--- src/adc_sel_defines.svh ---
// Register offsets, field positions, reset values and cycle counts
`ifndef ADC_SEL_DEFINES_SVH
`define ADC_SEL_DEFINES_SVH

// ----------------------------------------------------------------
// Register byte offsets
// ----------------------------------------------------------------
`define OFF_SEL      5'h00
`define OFF_CTRL     5'h04
`define OFF_STAT     5'h08
`define OFF_MASK     5'h0C
`define OFF_ACT      5'h10

// ----------------------------------------------------------------
// Field positions
// ----------------------------------------------------------------
`define CH_LSB       0
`define CH_MSB       4
`define REF_LSB      6
`define REF_MSB      7
`define CTRL_EN      0
`define CTRL_AUTO    1
`define CTRL_START   2
`define ST_DONE      0
`define ST_START     1
`define ACT_LOCK     8

// ----------------------------------------------------------------
// Reset values
// ----------------------------------------------------------------
`define CH_RST       5'h00
`define REF_RST      2'h0
`define EVT_RST      2'h0

// ----------------------------------------------------------------
// Conversion lengths in converter clocks
// ----------------------------------------------------------------
`define CONV_NORMAL  13
`define CONV_FIRST   25

`endif

--- src/adc_sel_pkg.sv ---
// Types shared by the input selection buffering design
package adc_sel_pkg;
   typedef enum logic {CONV_IDLE, CONV_RUN} conv_state_t;
   typedef logic [1:0] evt_t;
endpackage

--- src/adc_input_select_buffering.sv ---
// Channel and reference selection buffering with Avalon-MM registers
//
// How it works
// Holding register keeps 5-bit channel and 2-bit reference, always readable and writable
// With no conversion running, active selection copies holding register every clock
// Once a conversion starts, active selection is frozen against holding changes
// Lock is released in the final conversion clock, before done flag sets
// Start bit written: conversion and lock begin on the next rising edge
// Software should wait one clock after start before new selection writes
// With auto trigger and enable on, selection changes are unpredictable
// Changing selection is safe one clock after the trigger that started conversion
// Changing selection is safe after completion, before the trigger flag clears
// A selection written safely applies to the next conversion, not the current
`include "adc_sel_defines.svh"

module adc_input_select_buffering #(
   parameter int NORMAL_CYCLES = `CONV_NORMAL,
   parameter int FIRST_CYCLES  = `CONV_FIRST
) (
   input  wire logic        clk_sys_i,
   input  wire logic        rstn_i,
   input  wire logic        ce_i,
   input  wire logic [4:0]  address_i,
   input  wire logic        read_i,
   input  wire logic        write_i,
   input  wire logic [31:0] writedata_i,
   input  wire logic [3:0]  byteenable_i,
   output logic [31:0]      readdata_o,
   output logic             waitrequest_o,
   input  wire logic        trigger_i,
   output logic [4:0]       channel_select_o,
   output logic [1:0]       reference_select_o,
   output logic             conv_busy_o,
   output logic             irq_o
);
   logic [4:0]         hold_ch_r;
   logic [1:0]         hold_ref_r;
   logic [4:0]         act_ch_r;
   logic [1:0]         act_ref_r;
   logic               converter_enable_r;
   logic               auto_trigger_enable_r;
   logic               start_req_r;
   adc_sel_pkg::evt_t  status_r;
   adc_sel_pkg::evt_t  mask_r;
   logic               wait_r;
   logic [31:0]        rdata_r;
   logic               irq_r;
   logic               trig_s1_r;
   logic               trig_s2_r;
   logic               trig_s3_r;
   logic               trig_lvl_r;
   logic               trig_edge;
   logic               seq_busy;
   logic               seq_last;
   logic               lock;
   logic               wr_en;
   logic               start_wr;
   logic [31:0]        rdata_nxt;
   adc_sel_pkg::evt_t  evt_set;

   // Register hit with byte lane 0 written
   function automatic logic hit(input logic [4:0] a, input logic [4:0] off, input logic [3:0] be);
      hit = (a == off) && be[0];
   endfunction

   // ----------------------------------------------------------------
   // Avalon-MM handshake: one wait cycle, write applies as wait drops
   // ----------------------------------------------------------------
   assign wr_en = write_i && !wait_r && ce_i;

   always_ff @(posedge clk_sys_i or negedge rstn_i) begin
      if (!rstn_i) begin
         wait_r  <= 1'b1;
         rdata_r <= 32'h0000_0000;
      end else if (ce_i) begin
         wait_r  <= !((read_i || write_i) && wait_r);
         rdata_r <= rdata_nxt;
      end
   end

   always_comb begin
      rdata_nxt = 32'h0000_0000;
      case (address_i)
         `OFF_SEL: begin
            rdata_nxt[`CH_MSB:`CH_LSB]   = hold_ch_r;
            rdata_nxt[`REF_MSB:`REF_LSB] = hold_ref_r;
         end
         `OFF_CTRL: begin
            rdata_nxt[`CTRL_EN]    = converter_enable_r;
            rdata_nxt[`CTRL_AUTO]  = auto_trigger_enable_r;
            rdata_nxt[`CTRL_START] = seq_busy || start_req_r;
         end
         `OFF_STAT: begin
            rdata_nxt[1:0] = status_r;
         end
         `OFF_MASK: begin
            rdata_nxt[1:0] = mask_r;
         end
         `OFF_ACT: begin
            rdata_nxt[`CH_MSB:`CH_LSB]   = act_ch_r;
            rdata_nxt[`REF_MSB:`REF_LSB] = act_ref_r;
            rdata_nxt[`ACT_LOCK]         = lock;
         end
         default: begin
            rdata_nxt = 32'h0000_0000;
         end
      endcase
   end

   // ----------------------------------------------------------------
   // Holding register, writable at any time
   // ----------------------------------------------------------------
   always_ff @(posedge clk_sys_i or negedge rstn_i) begin
      if (!rstn_i) begin
         hold_ch_r  <= `CH_RST;
         hold_ref_r <= `REF_RST;
      end else if (wr_en && hit(address_i, `OFF_SEL, byteenable_i)) begin
         hold_ch_r  <= writedata_i[`CH_MSB:`CH_LSB];
         hold_ref_r <= writedata_i[`REF_MSB:`REF_LSB];
      end
   end

   // ----------------------------------------------------------------
   // Control and mask registers
   // ----------------------------------------------------------------
   always_ff @(posedge clk_sys_i or negedge rstn_i) begin
      if (!rstn_i) begin
         converter_enable_r    <= 1'b0;
         auto_trigger_enable_r <= 1'b0;
         mask_r                <= `EVT_RST;
      end else if (wr_en) begin
         if (hit(address_i, `OFF_CTRL, byteenable_i)) begin
            converter_enable_r    <= writedata_i[`CTRL_EN];
            auto_trigger_enable_r <= writedata_i[`CTRL_AUTO];
         end
         if (hit(address_i, `OFF_MASK, byteenable_i)) begin
            mask_r <= writedata_i[1:0];
         end
      end
   end

   // ----------------------------------------------------------------
   // Trigger pin: three-stage synchroniser, change once stages 2 and 3 agree
   // ----------------------------------------------------------------
   always_ff @(posedge clk_sys_i or negedge rstn_i) begin
      if (!rstn_i) begin
         trig_s1_r  <= 1'b0;
         trig_s2_r  <= 1'b0;
         trig_s3_r  <= 1'b0;
         trig_lvl_r <= 1'b0;
      end else if (ce_i) begin
         trig_s1_r <= trigger_i;
         trig_s2_r <= trig_s1_r;
         trig_s3_r <= trig_s2_r;
         if (trig_s2_r == trig_s3_r) begin
            trig_lvl_r <= trig_s3_r;
         end
      end
   end

   assign trig_edge = (trig_s2_r == trig_s3_r) && trig_s3_r && !trig_lvl_r;

   // ----------------------------------------------------------------
   // Start request: taken at the write edge, conversion on the next edge
   // ----------------------------------------------------------------
   assign start_wr = wr_en && hit(address_i, `OFF_CTRL, byteenable_i) && writedata_i[`CTRL_START];

   always_ff @(posedge clk_sys_i or negedge rstn_i) begin
      if (!rstn_i) begin
         start_req_r <= 1'b0;
      end else if (ce_i) begin
         start_req_r <= converter_enable_r && !seq_busy && !start_req_r &&
                        (start_wr || (auto_trigger_enable_r && trig_edge));
      end
   end

   conv_sequencer #(
      .NORMAL_CYCLES (NORMAL_CYCLES),
      .FIRST_CYCLES  (FIRST_CYCLES)
   ) u_seq (
      .clk_sys_i (clk_sys_i),
      .rstn_i    (rstn_i),
      .ce_i      (ce_i),
      .enable_i  (converter_enable_r),
      .start_i   (start_req_r),
      .busy_o    (seq_busy),
      .last_o    (seq_last)
   );

   // ----------------------------------------------------------------
   // Active selection: follows holding unless locked
   // ----------------------------------------------------------------
   assign lock = seq_busy && !seq_last;

   always_ff @(posedge clk_sys_i or negedge rstn_i) begin
      if (!rstn_i) begin
         act_ch_r  <= `CH_RST;
         act_ref_r <= `REF_RST;
      end else if (ce_i && !lock) begin
         act_ch_r  <= hold_ch_r;
         act_ref_r <= hold_ref_r;
      end
   end

   // ----------------------------------------------------------------
   // Sticky events, write one to clear, set wins
   // ----------------------------------------------------------------
   assign evt_set = {start_req_r, seq_last};

   always_ff @(posedge clk_sys_i or negedge rstn_i) begin
      if (!rstn_i) begin
         status_r <= `EVT_RST;
         irq_r    <= 1'b0;
      end else if (ce_i) begin
         if (wr_en && hit(address_i, `OFF_STAT, byteenable_i)) begin
            status_r <= (status_r & ~writedata_i[1:0]) | evt_set;
         end else begin
            status_r <= status_r | evt_set;
         end
         irq_r <= |(status_r & mask_r);
      end
   end

   // ----------------------------------------------------------------
   // Outputs
   // ----------------------------------------------------------------
   assign readdata_o         = rdata_r;
   assign waitrequest_o      = wait_r;
   assign channel_select_o   = act_ch_r;
   assign reference_select_o = act_ref_r;
   assign conv_busy_o        = seq_busy;
   assign irq_o              = irq_r;
endmodule // adc_input_select_buffering

--- src/conv_sequencer.sv ---
// Conversion cycle counter: busy span and final-cycle marker
`include "adc_sel_defines.svh"
module conv_sequencer #(
   parameter int NORMAL_CYCLES = `CONV_NORMAL,
   parameter int FIRST_CYCLES  = `CONV_FIRST
) (
   input  wire logic clk_sys_i,
   input  wire logic rstn_i,
   input  wire logic ce_i,
   input  wire logic enable_i,
   input  wire logic start_i,
   output logic      busy_o,
   output logic      last_o
);
   adc_sel_pkg::conv_state_t state_r;
   logic [5:0]               cnt_r;
   logic                     first_r;

   assign busy_o = (state_r == adc_sel_pkg::CONV_RUN);
   assign last_o = busy_o && (cnt_r == 6'h01);

   // ----------------------------------------------------------------
   // First conversion after enable runs longer
   // ----------------------------------------------------------------
   always_ff @(posedge clk_sys_i or negedge rstn_i) begin
      if (!rstn_i) begin
         first_r <= 1'b1;
      end else if (ce_i) begin
         if (!enable_i) begin
            first_r <= 1'b1;
         end else if (start_i) begin
            first_r <= 1'b0;
         end
      end
   end

   // ----------------------------------------------------------------
   // Cycle counter
   // ----------------------------------------------------------------
   always_ff @(posedge clk_sys_i or negedge rstn_i) begin
      if (!rstn_i) begin
         state_r <= adc_sel_pkg::CONV_IDLE;
         cnt_r   <= 6'h00;
      end else if (ce_i) begin
         case (state_r)
            adc_sel_pkg::CONV_IDLE: begin
               if (start_i) begin
                  state_r <= adc_sel_pkg::CONV_RUN;
                  cnt_r   <= first_r ? 6'(FIRST_CYCLES) : 6'(NORMAL_CYCLES);
               end
            end
            adc_sel_pkg::CONV_RUN: begin
               if (cnt_r == 6'h01) begin
                  state_r <= adc_sel_pkg::CONV_IDLE;
               end
               cnt_r <= cnt_r - 6'h01;
            end
            default: begin
               state_r <= adc_sel_pkg::CONV_IDLE;
            end
         endcase
      end
   end
endmodule // conv_sequencer

--- config.mk ---
export PLATFORM = sky130hd
export DESIGN_NAME = adc_input_select_buffering
export DESIGN_NICKNAME = d
export VERILOG_FILES = /design/src/adc_sel_pkg.sv /design/src/adc_input_select_buffering.sv /design/src/conv_sequencer.sv
export VERILOG_INCLUDE_DIRS = /design/src
export SDC_FILE = /design/constraint.sdc
export NUM_CORES = 1
export LEC_CHECK = 0
export BUFFER_PORTS_ARGS = -buffer_cell sky130_fd_sc_hd__buf_2
export CAP_MARGIN = 30
export CORE_MARGIN = 5
export CORE_UTILIZATION = 52
export DETAILED_ROUTE_END_ITERATION = 8
export GPL_TIMING_DRIVEN = 0
export MAX_ROUTING_LAYER = met4
export PLACE_DENSITY = 0.85
export SETUP_SLACK_MARGIN = 0.4
export SLEW_MARGIN = 20
export SYNTH_ARGS = -nofsm -noshare
export SYNTH_HDL_FRONTEND = slang
export SYNTH_SLANG_ARGS = --single-unit
--- constraint.sdc ---
create_clock -name clk_sys_i -period 3.67 [get_ports clk_sys_i]
set_input_delay 0.734 -clock clk_sys_i [delete_from_list [all_inputs] [get_ports clk_sys_i]]
set_output_delay 0.734 -clock clk_sys_i [all_outputs]
set_load 0.01 [all_outputs]
==> results of run 1 <==
flip-flops by register name, indices dropped and copies added, names as in the netlist:
register	flops
reference_select_o	2
hold_ch_r	5
waitrequest_o	1
trig_s3_r	1
hold_ref_r	2
u_seq.cnt_r	6
u_seq.first_r	1
start_req_r	1
trig_s2_r	1
trig_lvl_r	1
status_r	2
readdata_o	8
trig_s1_r	1
channel_select_o	5
irq_o	1
converter_enable_r	1
u_seq.busy_o	1
auto_trigger_enable_r	1
mask_r	2
final cells by class:
type	instances	area share
flip-flops and latches	43	0.409
plain buffers	34	0.0846
well taps	50	0.0238
inverters	4	0.00570
repair buffers	37	0.0789
clock buffers	8	0.0380
multi-input cells	143	0.360
per-stage QoR:
step | worst slack (ns) | hold slack [ns] | area (um^2)
after floorplan | 1.67 | 0.432 | 2260
after global placement | 1.39 | 0.467 | 2510
after detailed placement | 1.36 | 0.475 | 2510
after CTS | 1.67 | 0.479 | 2610
after global routing | 1.58 | 0.416 | 2630
final | 1.66 | 0.389 | 2630
per-layer routing:
metal  vias up  track usage  part of all wire
li1        805            -                 -
met1       798        0.220              0.42
met2        45        0.282              0.51
met3         7       0.0347             0.058
met4         0       0.0771             0.013
met5         -            -                 0
worst paths after layout:
kind | slack, ns | cells after the start | from | to
max | 1.66 | 6 | address_i[1] | hold_ch_r[1]
min | 0.39 | 1 | rstn_i | readdata_o[4]
max reg2reg | 1.87 | 4 | u_seq.cnt_r[2] | channel_select_o[4]
min reg2reg | 0.47 | 1 | converter_enable_r | u_seq.first_r
max in group asynchronous | 2.74 | 2 | rstn_i | waitrequest_o
min in group clk_sys_i | 0.47 | 1 | converter_enable_r | u_seq.first_r
report_power, final:
| group | internal, mW | switching, mW | total, mW |
|---|---|---|---|
| Combinational | 0.154 | 0.168 | 0.322 |
| Sequential | 0.555 | 0.0715 | 0.626 |
| Clock | 0.172 | 0.152 | 0.324 |
| Total | 0.880 | 0.391 | 1.27 |
cell usage after synthesis (all sizes together):
cell type / instances
conb: 1
o21a: 1
nor4: 2
mux2i: 3
nand2: 12
a31oi: 2
a22oi: 1
and3: 1
nor3: 2
a221oi: 7
a22o: 1
buf: 30
xnor2: 2
nor2: 20
o211ai: 1
a211oi: 2
nand3b: 2
inv: 4
ha: 3
and4b: 2
nor4b: 1
nand3: 3
nand4: 3
dfrtp: 41
a21o: 2
o32ai: 1
o2bb2ai: 4
clkbuf: 4
dfstp: 2
o21ai: 8
o22ai: 2
or3: 2
a21bo: 1
a21oi: 7
mux2: 21
kinds of logic after synthesis:
kind of cell             share of synthesized area
adder cells (fa/ha/maj)                     0.0172
flip-flops                                   0.495
XOR/XNOR                                   0.00805
AO/OA/AOI/OAI                                0.127
other                                      0.00172
buffers and inverters                        0.109
AND/OR/NAND/NOR                              0.119
multiplexers                                 0.122
==> results.sh, run 1 <==
export IMPL_syn_to_final_growth_pct=21.0
export IMPL_skew_ns=0.00988
export IMPL_antenna_found_initial=0
export IMPL_critPathCaptureType="register"
export IMPL_grt_usage=0.177
export IMPL_p_leak_nw=1.37
export IMPL_final_cells=319
export IMPL_ir_worst_vdd_uv=321
export IMPL_hold_viol_final=0
export IMPL_yosysWarnings=0
export IMPL_yosysTopAreaCellShare=0.471
export IMPL_antenna_left=0
export IMPL_grt_overflow=0
export IMPL_powerDensity_nw_per_um2=483
export IMPL_crit_chain="buf_2 > or3_1 > buf_2 > nor3_4 > nand2_4 > mux2_2"
export IMPL_max_stage_delay_ns=0.36
export IMPL_hpwl_um=3450
export IMPL_final_common_cell="dfrtp_1"
export IMPL_crit_buf_inv=2
export IMPL_timing_fmax_mhz=498
export IMPL_h_tree_depth=2
export IMPL_grt_pass1_vias=1604
export IMPL_clk_latency_ns=0.30
export IMPL_p_total_mw=1.27
export IMPL_wl_per_cell_um=14.2
export IMPL_holdBufCountCts=0
export IMPL_path_common_cell="buf_2"
export IMPL_start_util=0.540
export IMPL_cts_clk_slew_worst_paths_ns=0.08
export IMPL_root_buffer="clkbuf_8"
export IMPL_drive_gt1_frac=0.368
export IMPL_maxCapViolations=0
export IMPL_path_class="input port to register"
export IMPL_core_area_um2=4030
export IMPL_cp_slowest_cell="nor3_4"
export IMPL_cts_resized=0
export IMPL_register_area_um2=1080
export IMPL_timing_final_crit_period_ns=2.01
export IMPL_synth_avg_cell_area_um2=10.8
export IMPL_grt_max_degree=44
export IMPL_die_height_um=74.7
export IMPL_drv_slew=0
export IMPL_worst_slew_pin_slew_ns=0.519
export IMPL_gp_congestion=0.842
export IMPL_ys_types=40
export IMPL_cts_buffers=5
export IMPL_worstPathRequired_ns=3.85
export IMPL_critPathTopFamily="simple AND/OR/NAND/NOR gates"
export IMPL_worstPathMaxFanout=8
export IMPL_post_cts_buffers=0
export IMPL_routed_wl_um=4520
export IMPL_drtIter0Drc=54
export IMPL_die_area_um2=5580
export IMPL_multi_input_area_um2=947
export IMPL_io_pins=89
export IMPL_vias_per_cell=5.19
export IMPL_fin_nets=318
export IMPL_antenna_cells=0
export IMPL_fillCellCount=317
export IMPL_rsz0062_at_grt="false"
export IMPL_cts_buffer_depth=2
export IMPL_fin_crit_sh=0.547
export IMPL_synth_area_leader_cell="dfrtp_1"
export IMPL_setup_violations_final=0
export IMPL_slew_limit_headroom=0.654
export IMPL_vias=1655
export IMPL_die_width_um=74.7
export IMPL_finalSetupTns_ns=0
export IMPL_cp_data_arrival_time_ns=2.19
export IMPL_drt_pass1_iterations=6
export IMPL_rows=23
export IMPL_synthCells=201
export IMPL_cts_tree="yes"
export IMPL_final_cell_mix="dfrtp_1 (41), buf_2 (40), buf_4 (24), conb_1 (24), mux2_2 (21)"
export IMPL_grt_pass1_wl_um=7270
export IMPL_numPortBuffers=36
export IMPL_dp_cells=310
export IMPL_ys_ff_latch=43
export IMPL_final_core_util=0.654
export IMPL_min_path_type="input port to async pin"
export IMPL_status="completed"
export IMPL_clock_sinks=43
export IMPL_yosys_top_cells_area="dfrtp_1 (47%), mux2_2 (11%), buf_4 (8.3%)"
export IMPL_synth_area_um2=2180
export IMPL_crit_path_start_kind="input port"
export IMPL_drc=0
export IMPL_yosysSeqAreaShare=0.495
No activity file was read; power rests on OpenSTA's default activity.
==> inputs of run 2 (changes only) <==
- CORE_UTILIZATION: 52 -> 43
- PLACE_DENSITY: 0.85 -> 0.75
- clock period: 3.67 -> 1.65 ns (I/O delays scaled with it)
==> run 2 against run 1 <==
Net effect:
- total power is 140% higher
- cell count up 9.1%
- wire length up 9.5%
- sequential share of layout area shrank 3.9 points
- critical path type is now register to register
- clock-buffer cell count down 3
==> results.sh, run 2 (synthesized netlist as in run 1, its figures left out) <==
export IMPL_ir_worst_vdd_uv=592
export IMPL_reg2regPathDepth=4
export IMPL_hold_path_endpoint="hold_ch_r[4]"
export IMPL_min_path_type="input port to register"
export IMPL_die_height_um=81.2
export IMPL_core_area_um2=4820
export IMPL_timing_fmax_mhz=660
export IMPL_drive_gt1_frac=0.495
export IMPL_die_area_um2=6590
export IMPL_io_pins=89
export IMPL_vias=1751
export IMPL_cp_data_arrival_time_ns=1.69
export IMPL_final_cells=348
export IMPL_start_util=0.452
export IMPL_largest_reg_flops=8
export IMPL_grt_usage=0.163
export IMPL_dp_cells=327
export IMPL_grt_max_degree=44
export IMPL_fin_area_um2=2920
export IMPL_crit_chain="and4b_2 > buf_6 > and4b_1 > mux2_2"
export IMPL_numPortBuffers=36
export IMPL_fin_crit_sh=0.919
export IMPL_crit_path_start_kind="register"
export IMPL_cts_tree="yes"
export IMPL_critPathCaptureType="register"
export IMPL_cts_buffer_depth=2
export IMPL_drtIter0Drc=74
export IMPL_die_width_um=81.2
export IMPL_clock_sinks=43
export IMPL_min_from="writedata_i[4]"
export IMPL_timing_final_crit_period_ns=1.52
export IMPL_antenna_found_initial=0
export IMPL_vias_per_cell=5.03
export IMPL_status="completed"
export IMPL_grt_pass1_vias=1687
export IMPL_setup_violations_final=0
export IMPL_fin_nets=330
export IMPL_cts_buffers=5
export IMPL_root_buffer="clkbuf_8"
export IMPL_clk_latency_ns=0.29
export IMPL_cp_slowest_cell="dfstp_2"
export IMPL_skew_ns=0.00571
export IMPL_critPathTopFamily="flip-flops"
export IMPL_rsz0062_at_grt="true"
export IMPL_h_tree_depth=2
export IMPL_rows=25
export IMPL_cts_clk_slew_worst_paths_ns=0.08
export IMPL_powerDensity_nw_per_um2=1030
export IMPL_drt_pass1_iterations=4
export IMPL_crit_buf_inv=1
export IMPL_worstReg2RegEnd="converter_enable_r"
export IMPL_grt_pass1_wl_um=7990
export IMPL_timing_rr_start="waitrequest_o"
export IMPL_worstPathRequired_ns=1.83
export IMPL_worstPathMaxFanout=5
export IMPL_path_class="register to register"
export IMPL_placed_cell_area_um2=2580
export IMPL_hold_viol_final=0
export IMPL_antenna_left=0
export IMPL_reg2reg_slack_ns=0.13
export IMPL_grt_overflow=0
export IMPL_max_stage_delay_ns=0.53
export IMPL_drc=0
export IMPL_final_cell_mix="dfrtp_1 (38), buf_4 (34), buf_2 (33)"
export IMPL_antenna_cells=0
export IMPL_final_common_cell="dfrtp_1"
export IMPL_whs_ns=0.263
export IMPL_gp_congestion=0.837
export IMPL_holdPathStages=2
export IMPL_drv_slew=0
export IMPL_wl_per_cell_um=14.2
export IMPL_maxCapViolations=0
export IMPL_syn_to_final_growth_pct=34.2
export IMPL_p_leak_nw=1.50
export IMPL_routed_wl_um=4950
export IMPL_hpwl_um=3350
run 2: stage by stage:
stage	TNS, ns	power, mW	util	setup WS, ns
2_1_floorplan	0	1.95	-	0.0510
3_3_place_gp	-1.91	2.15	0.535	-0.252
3_5_place_dp	-2.04	2.18	0.535	-0.258
4_1_cts	0	2.96	0.589	0.143
5_1_grt	0	3.21	0.606	0.100
6_report	0	3.01	0.606	0.134
run 2: final cells by class:
cell class	count	area, um^2
multi-input cells	143	1090
well taps	67	83.8
plain buffers	34	246
repair buffers	49	319
fillers	417	1900
clock inverters	3	15.0
inverters	4	15.0
clock buffers	5	68.8
flip-flops and latches	43	1080
run 2: worst max path at each step:
stage,from,to,slack [ns],cells after the start
2_1_floorplan,address_i[1],hold_ch_r[0],0.05,5
6_report,waitrequest_o,converter_enable_r,0.13,4
3_3_place_gp,address_i[1],hold_ch_r[1],-0.25,6
3_5_place_dp,address_i[1],hold_ref_r[0],-0.26,6
4_1_cts,waitrequest_o,auto_trigger_enable_r,0.14,4
5_1_grt,waitrequest_o,converter_enable_r,0.10,4
run 2: report_power, final:
part | total (mW) | internal [mW] | switching [mW] | leakage (nW)
clock network | 0.641 | 0.290 | 0.351 | 0.0477
registers | 1.42 | 1.24 | 0.175 | 0.550
logic | 0.957 | 0.492 | 0.464 | 0.901
total | 3.01 | 2.02 | 0.991 | 1.50
run 2: repair_timing:
action / in CTS / in global routing
pin swaps: 16 / 10
hold buffers: 0 / 1
buffers inserted: 8 / 3
gates cloned: 0 / 0
endpoints found under the setup margin: 31 / 39
resized for setup: 25 / 15
endpoints found under the hold margin: 0 / 9
run 2: layer usage:
metal  vias up  wire length (um)  GRT usage
li1        832                 -          -
met3         7               276     0.0366
met1       856              2290      0.212
met5         -                 0          -
met4         0                59     0.0422
met2        56              2330      0.257
run 2: worst register-to-register path, stage by stage, from the launching register on:
cell	delay (ns)
dfstp_2	0.53
and4b_2	0.22
buf_6	0.13
and4b_1	0.24
mux2_2	0.28
==> inputs of run 3 (changes only) <==
==> constraint.sdc (replaced) <==
create_clock -name clk_sys_i -period 1.65 [get_ports clk_sys_i]
set_input_delay 0.165 -clock clk_sys_i [delete_from_list [all_inputs] [get_ports clk_sys_i]]
set_output_delay 0.165 -clock clk_sys_i [all_outputs]
set_load 0.01 [all_outputs]
==> run 3 against run 2 <==
Net effect:
- worst setup slack gained 0.023 ns
- total power rose by 13%
- hold slack got worse by 0.17 ns
- clock skew grew 0.0053 ns
- core utilization down 0.26 points
- combinational power increased by 6%
- fmax increased by 1.5%
- largest power group unchanged
==> results.sh, run 3 (synthesized netlist as in run 1, its figures left out) <==
export IMPL_min_path_type="input port to register"
export IMPL_syn_to_final_growth_pct=33.6
export IMPL_antenna_found_initial=0
export IMPL_fin_crit_sh=0.905
export IMPL_final_cells=346
export IMPL_grt_pass1_wl_um=7560
export IMPL_drv_slew=0
export IMPL_met2_usage=0.236
export IMPL_timing_final_crit_period_ns=1.49
export IMPL_root_buffer="clkbuf_8"
export IMPL_wl_per_cell_um=13.9
export IMPL_worstPathMaxFanout=4
export IMPL_crit_path_start_kind="register"
export IMPL_skew_ns=0.0110
export IMPL_drive_gt1_frac=0.452
export IMPL_fin_nets=328
export IMPL_ir_worst_vdd_uv=642
export IMPL_clk_latency_ns=0.30
export IMPL_drtIter0Drc=85
export IMPL_gp_congestion=0.779
export IMPL_p_total_mw=3.39
export IMPL_p_leak_nw=1.47
export IMPL_cp_data_arrival_time_ns=1.68
export IMPL_cts_buffer_depth=2
export IMPL_p_int_mw=2.37
export IMPL_vias_per_cell=4.90
export IMPL_vias=1695
export IMPL_worst_slew_pin_slew_ns=0.561
export IMPL_drc=0
export IMPL_grt_max_degree=44
export IMPL_crit_buf_inv=1
export IMPL_hpwl_um=3410
export IMPL_die_area_um2=6590
export IMPL_max_stage_delay_ns=0.53
export IMPL_rows=25
export IMPL_antenna_left=0
export IMPL_final_core_util=0.604
export IMPL_numPortBuffers=36
export IMPL_routed_wl_um=4820
export IMPL_grt_overflow=0
export IMPL_setup_violations_final=0
export IMPL_rsz0062_at_grt="true"
export IMPL_start_util=0.452
export IMPL_cp_slowest_cell="dfstp_2"
export IMPL_grt_met1_usage=0.201
export IMPL_final_cell_mix="dfrtp_1 (39), buf_2 (37), buf_4 (30)"
export IMPL_grt_pass1_vias=1542
export IMPL_grt_usage=0.154
export IMPL_cts_clk_slew_worst_paths_ns=0.09
export IMPL_timing_fmax_mhz=670
export IMPL_crit_chain="and4b_2 > buf_6 > and4b_1 > mux2_2"
export IMPL_multi_input_area_um2=1060
export IMPL_slew_limit_headroom=0.626
export IMPL_p_comb_frac=0.297
export IMPL_seq_power_share=0.419
export IMPL_cts_tree="yes"
export IMPL_io_pins=89
export IMPL_path_class="register to register"
export IMPL_netSwitchingFraction=0.302
export IMPL_critPathCaptureType="register"
export IMPL_clock_sinks=43
export IMPL_clock_power_share=0.285
export IMPL_die_height_um=81.2
export IMPL_core_area_um2=4820
export IMPL_cts_buffers=5
export IMPL_drt_pass1_iterations=4
export IMPL_hold_viol_final=0
export IMPL_switchingPower_mw=1.02
export IMPL_die_width_um=81.2
export IMPL_gr_usage_met3=0.0410
export IMPL_reg2reg_slack_ns=0.16
export IMPL_h_tree_depth=2
export IMPL_powerDensity_nw_per_um2=1170
export IMPL_fillCellCount=412
export IMPL_dp_cells=327
export IMPL_worstPathRequired_ns=1.83
export IMPL_finalSetupTns_ns=0
export IMPL_maxCapViolations=0
export IMPL_largest_reg_flops=8
export IMPL_register_area_um2=1080
export IMPL_status="completed"
export IMPL_final_common_cell="dfrtp_1"
export IMPL_critPathTopFamily="flip-flops"
export IMPL_busiest_layer="met2"
export IMPL_antenna_cells=0
[run 3: cell count changes in the layout (fill, tap and decap cells not counted), moves of 2 or more]
cell | previous run | this run
a221oi_2 | 7 | 3
buf_4 | 34 | 30
clkinv_2 | 3 | 0
clkbuf_1 | 1 | 5
buf_1 | 0 | 2
buf_2 | 33 | 37
a221oi_1 | 0 | 4
bufinv_16 | 0 | 2
clkbuf_2 | 5 | 0
[run 3: worst reg2reg max path: cells and delay by family (launching register included)]
family                 cells  cell delay (ns)
flip-flops                 1             0.53
AND/OR/NAND/NOR            2             0.45
multiplexers               1             0.27
buffers and inverters      1             0.13
[run 3: final timing paths]
kind,to,from,depth (start not counted)
min in group asynchronous,hold_ch_r[4],rstn_i,2
hold reg to reg,readdata_o[8],readdata_o[8],1
setup / recovery,converter_enable_r,waitrequest_o,4
hold / removal,hold_ch_r[4],writedata_i[4],2
max in group asynchronous,waitrequest_o,rstn_i,3
setup reg to reg,converter_enable_r,waitrequest_o,4
[run 3: through the flow]
step	instance area [um^2]	setup slack [ns]	hold slack, ns
final	2910	0.157	0.0909
after global routing	2910	0.121	0.0852
after CTS	2800	0.155	0.0393
after detailed placement	2600	-0.141	0.370
after global placement	2600	-0.142	0.360
after floorplan	2340	0.141	-0.131
[run 3: layout make-up]
| type | count | area share |
|---|---|---|
| Sequential cell | 43 | 0.372 |
| Multi-Input combinational cell | 143 | 0.366 |
| Buffer | 34 | 0.0809 |
| Clock buffer | 6 | 0.0249 |
| Timing Repair Buffer | 47 | 0.102 |
| Clock inverter | 2 | 0.0206 |
| Inverter | 4 | 0.00602 |
| Tap cell | 67 | 0.0288 |
[run 3: metal layers]
layer,share of wire,vias up
met3,0.058,6
met1,0.44,821
met2,0.49,46
met4,0.011,0
li1,-,822
met5,0,-
[run 3: timing repair]
item,4_1_cts,5_1_grt
pin swaps,8,7
gates resized for setup,7,14
endpoints found under the hold margin,0,16
setup buffers,5,4
hold buffers,0,1
setup endpoints to repair,25,29
[run 3: power by group through the flow]
stage,sequential [mW],clock [mW],combinational [mW]
after floorplan,1.42,0,0.536
after global placement,1.42,0,0.732
after detailed placement,1.43,0,0.745
after CTS,1.41,0.980,0.844
after global routing,1.44,1.04,1.12
final,1.42,0.966,1.01
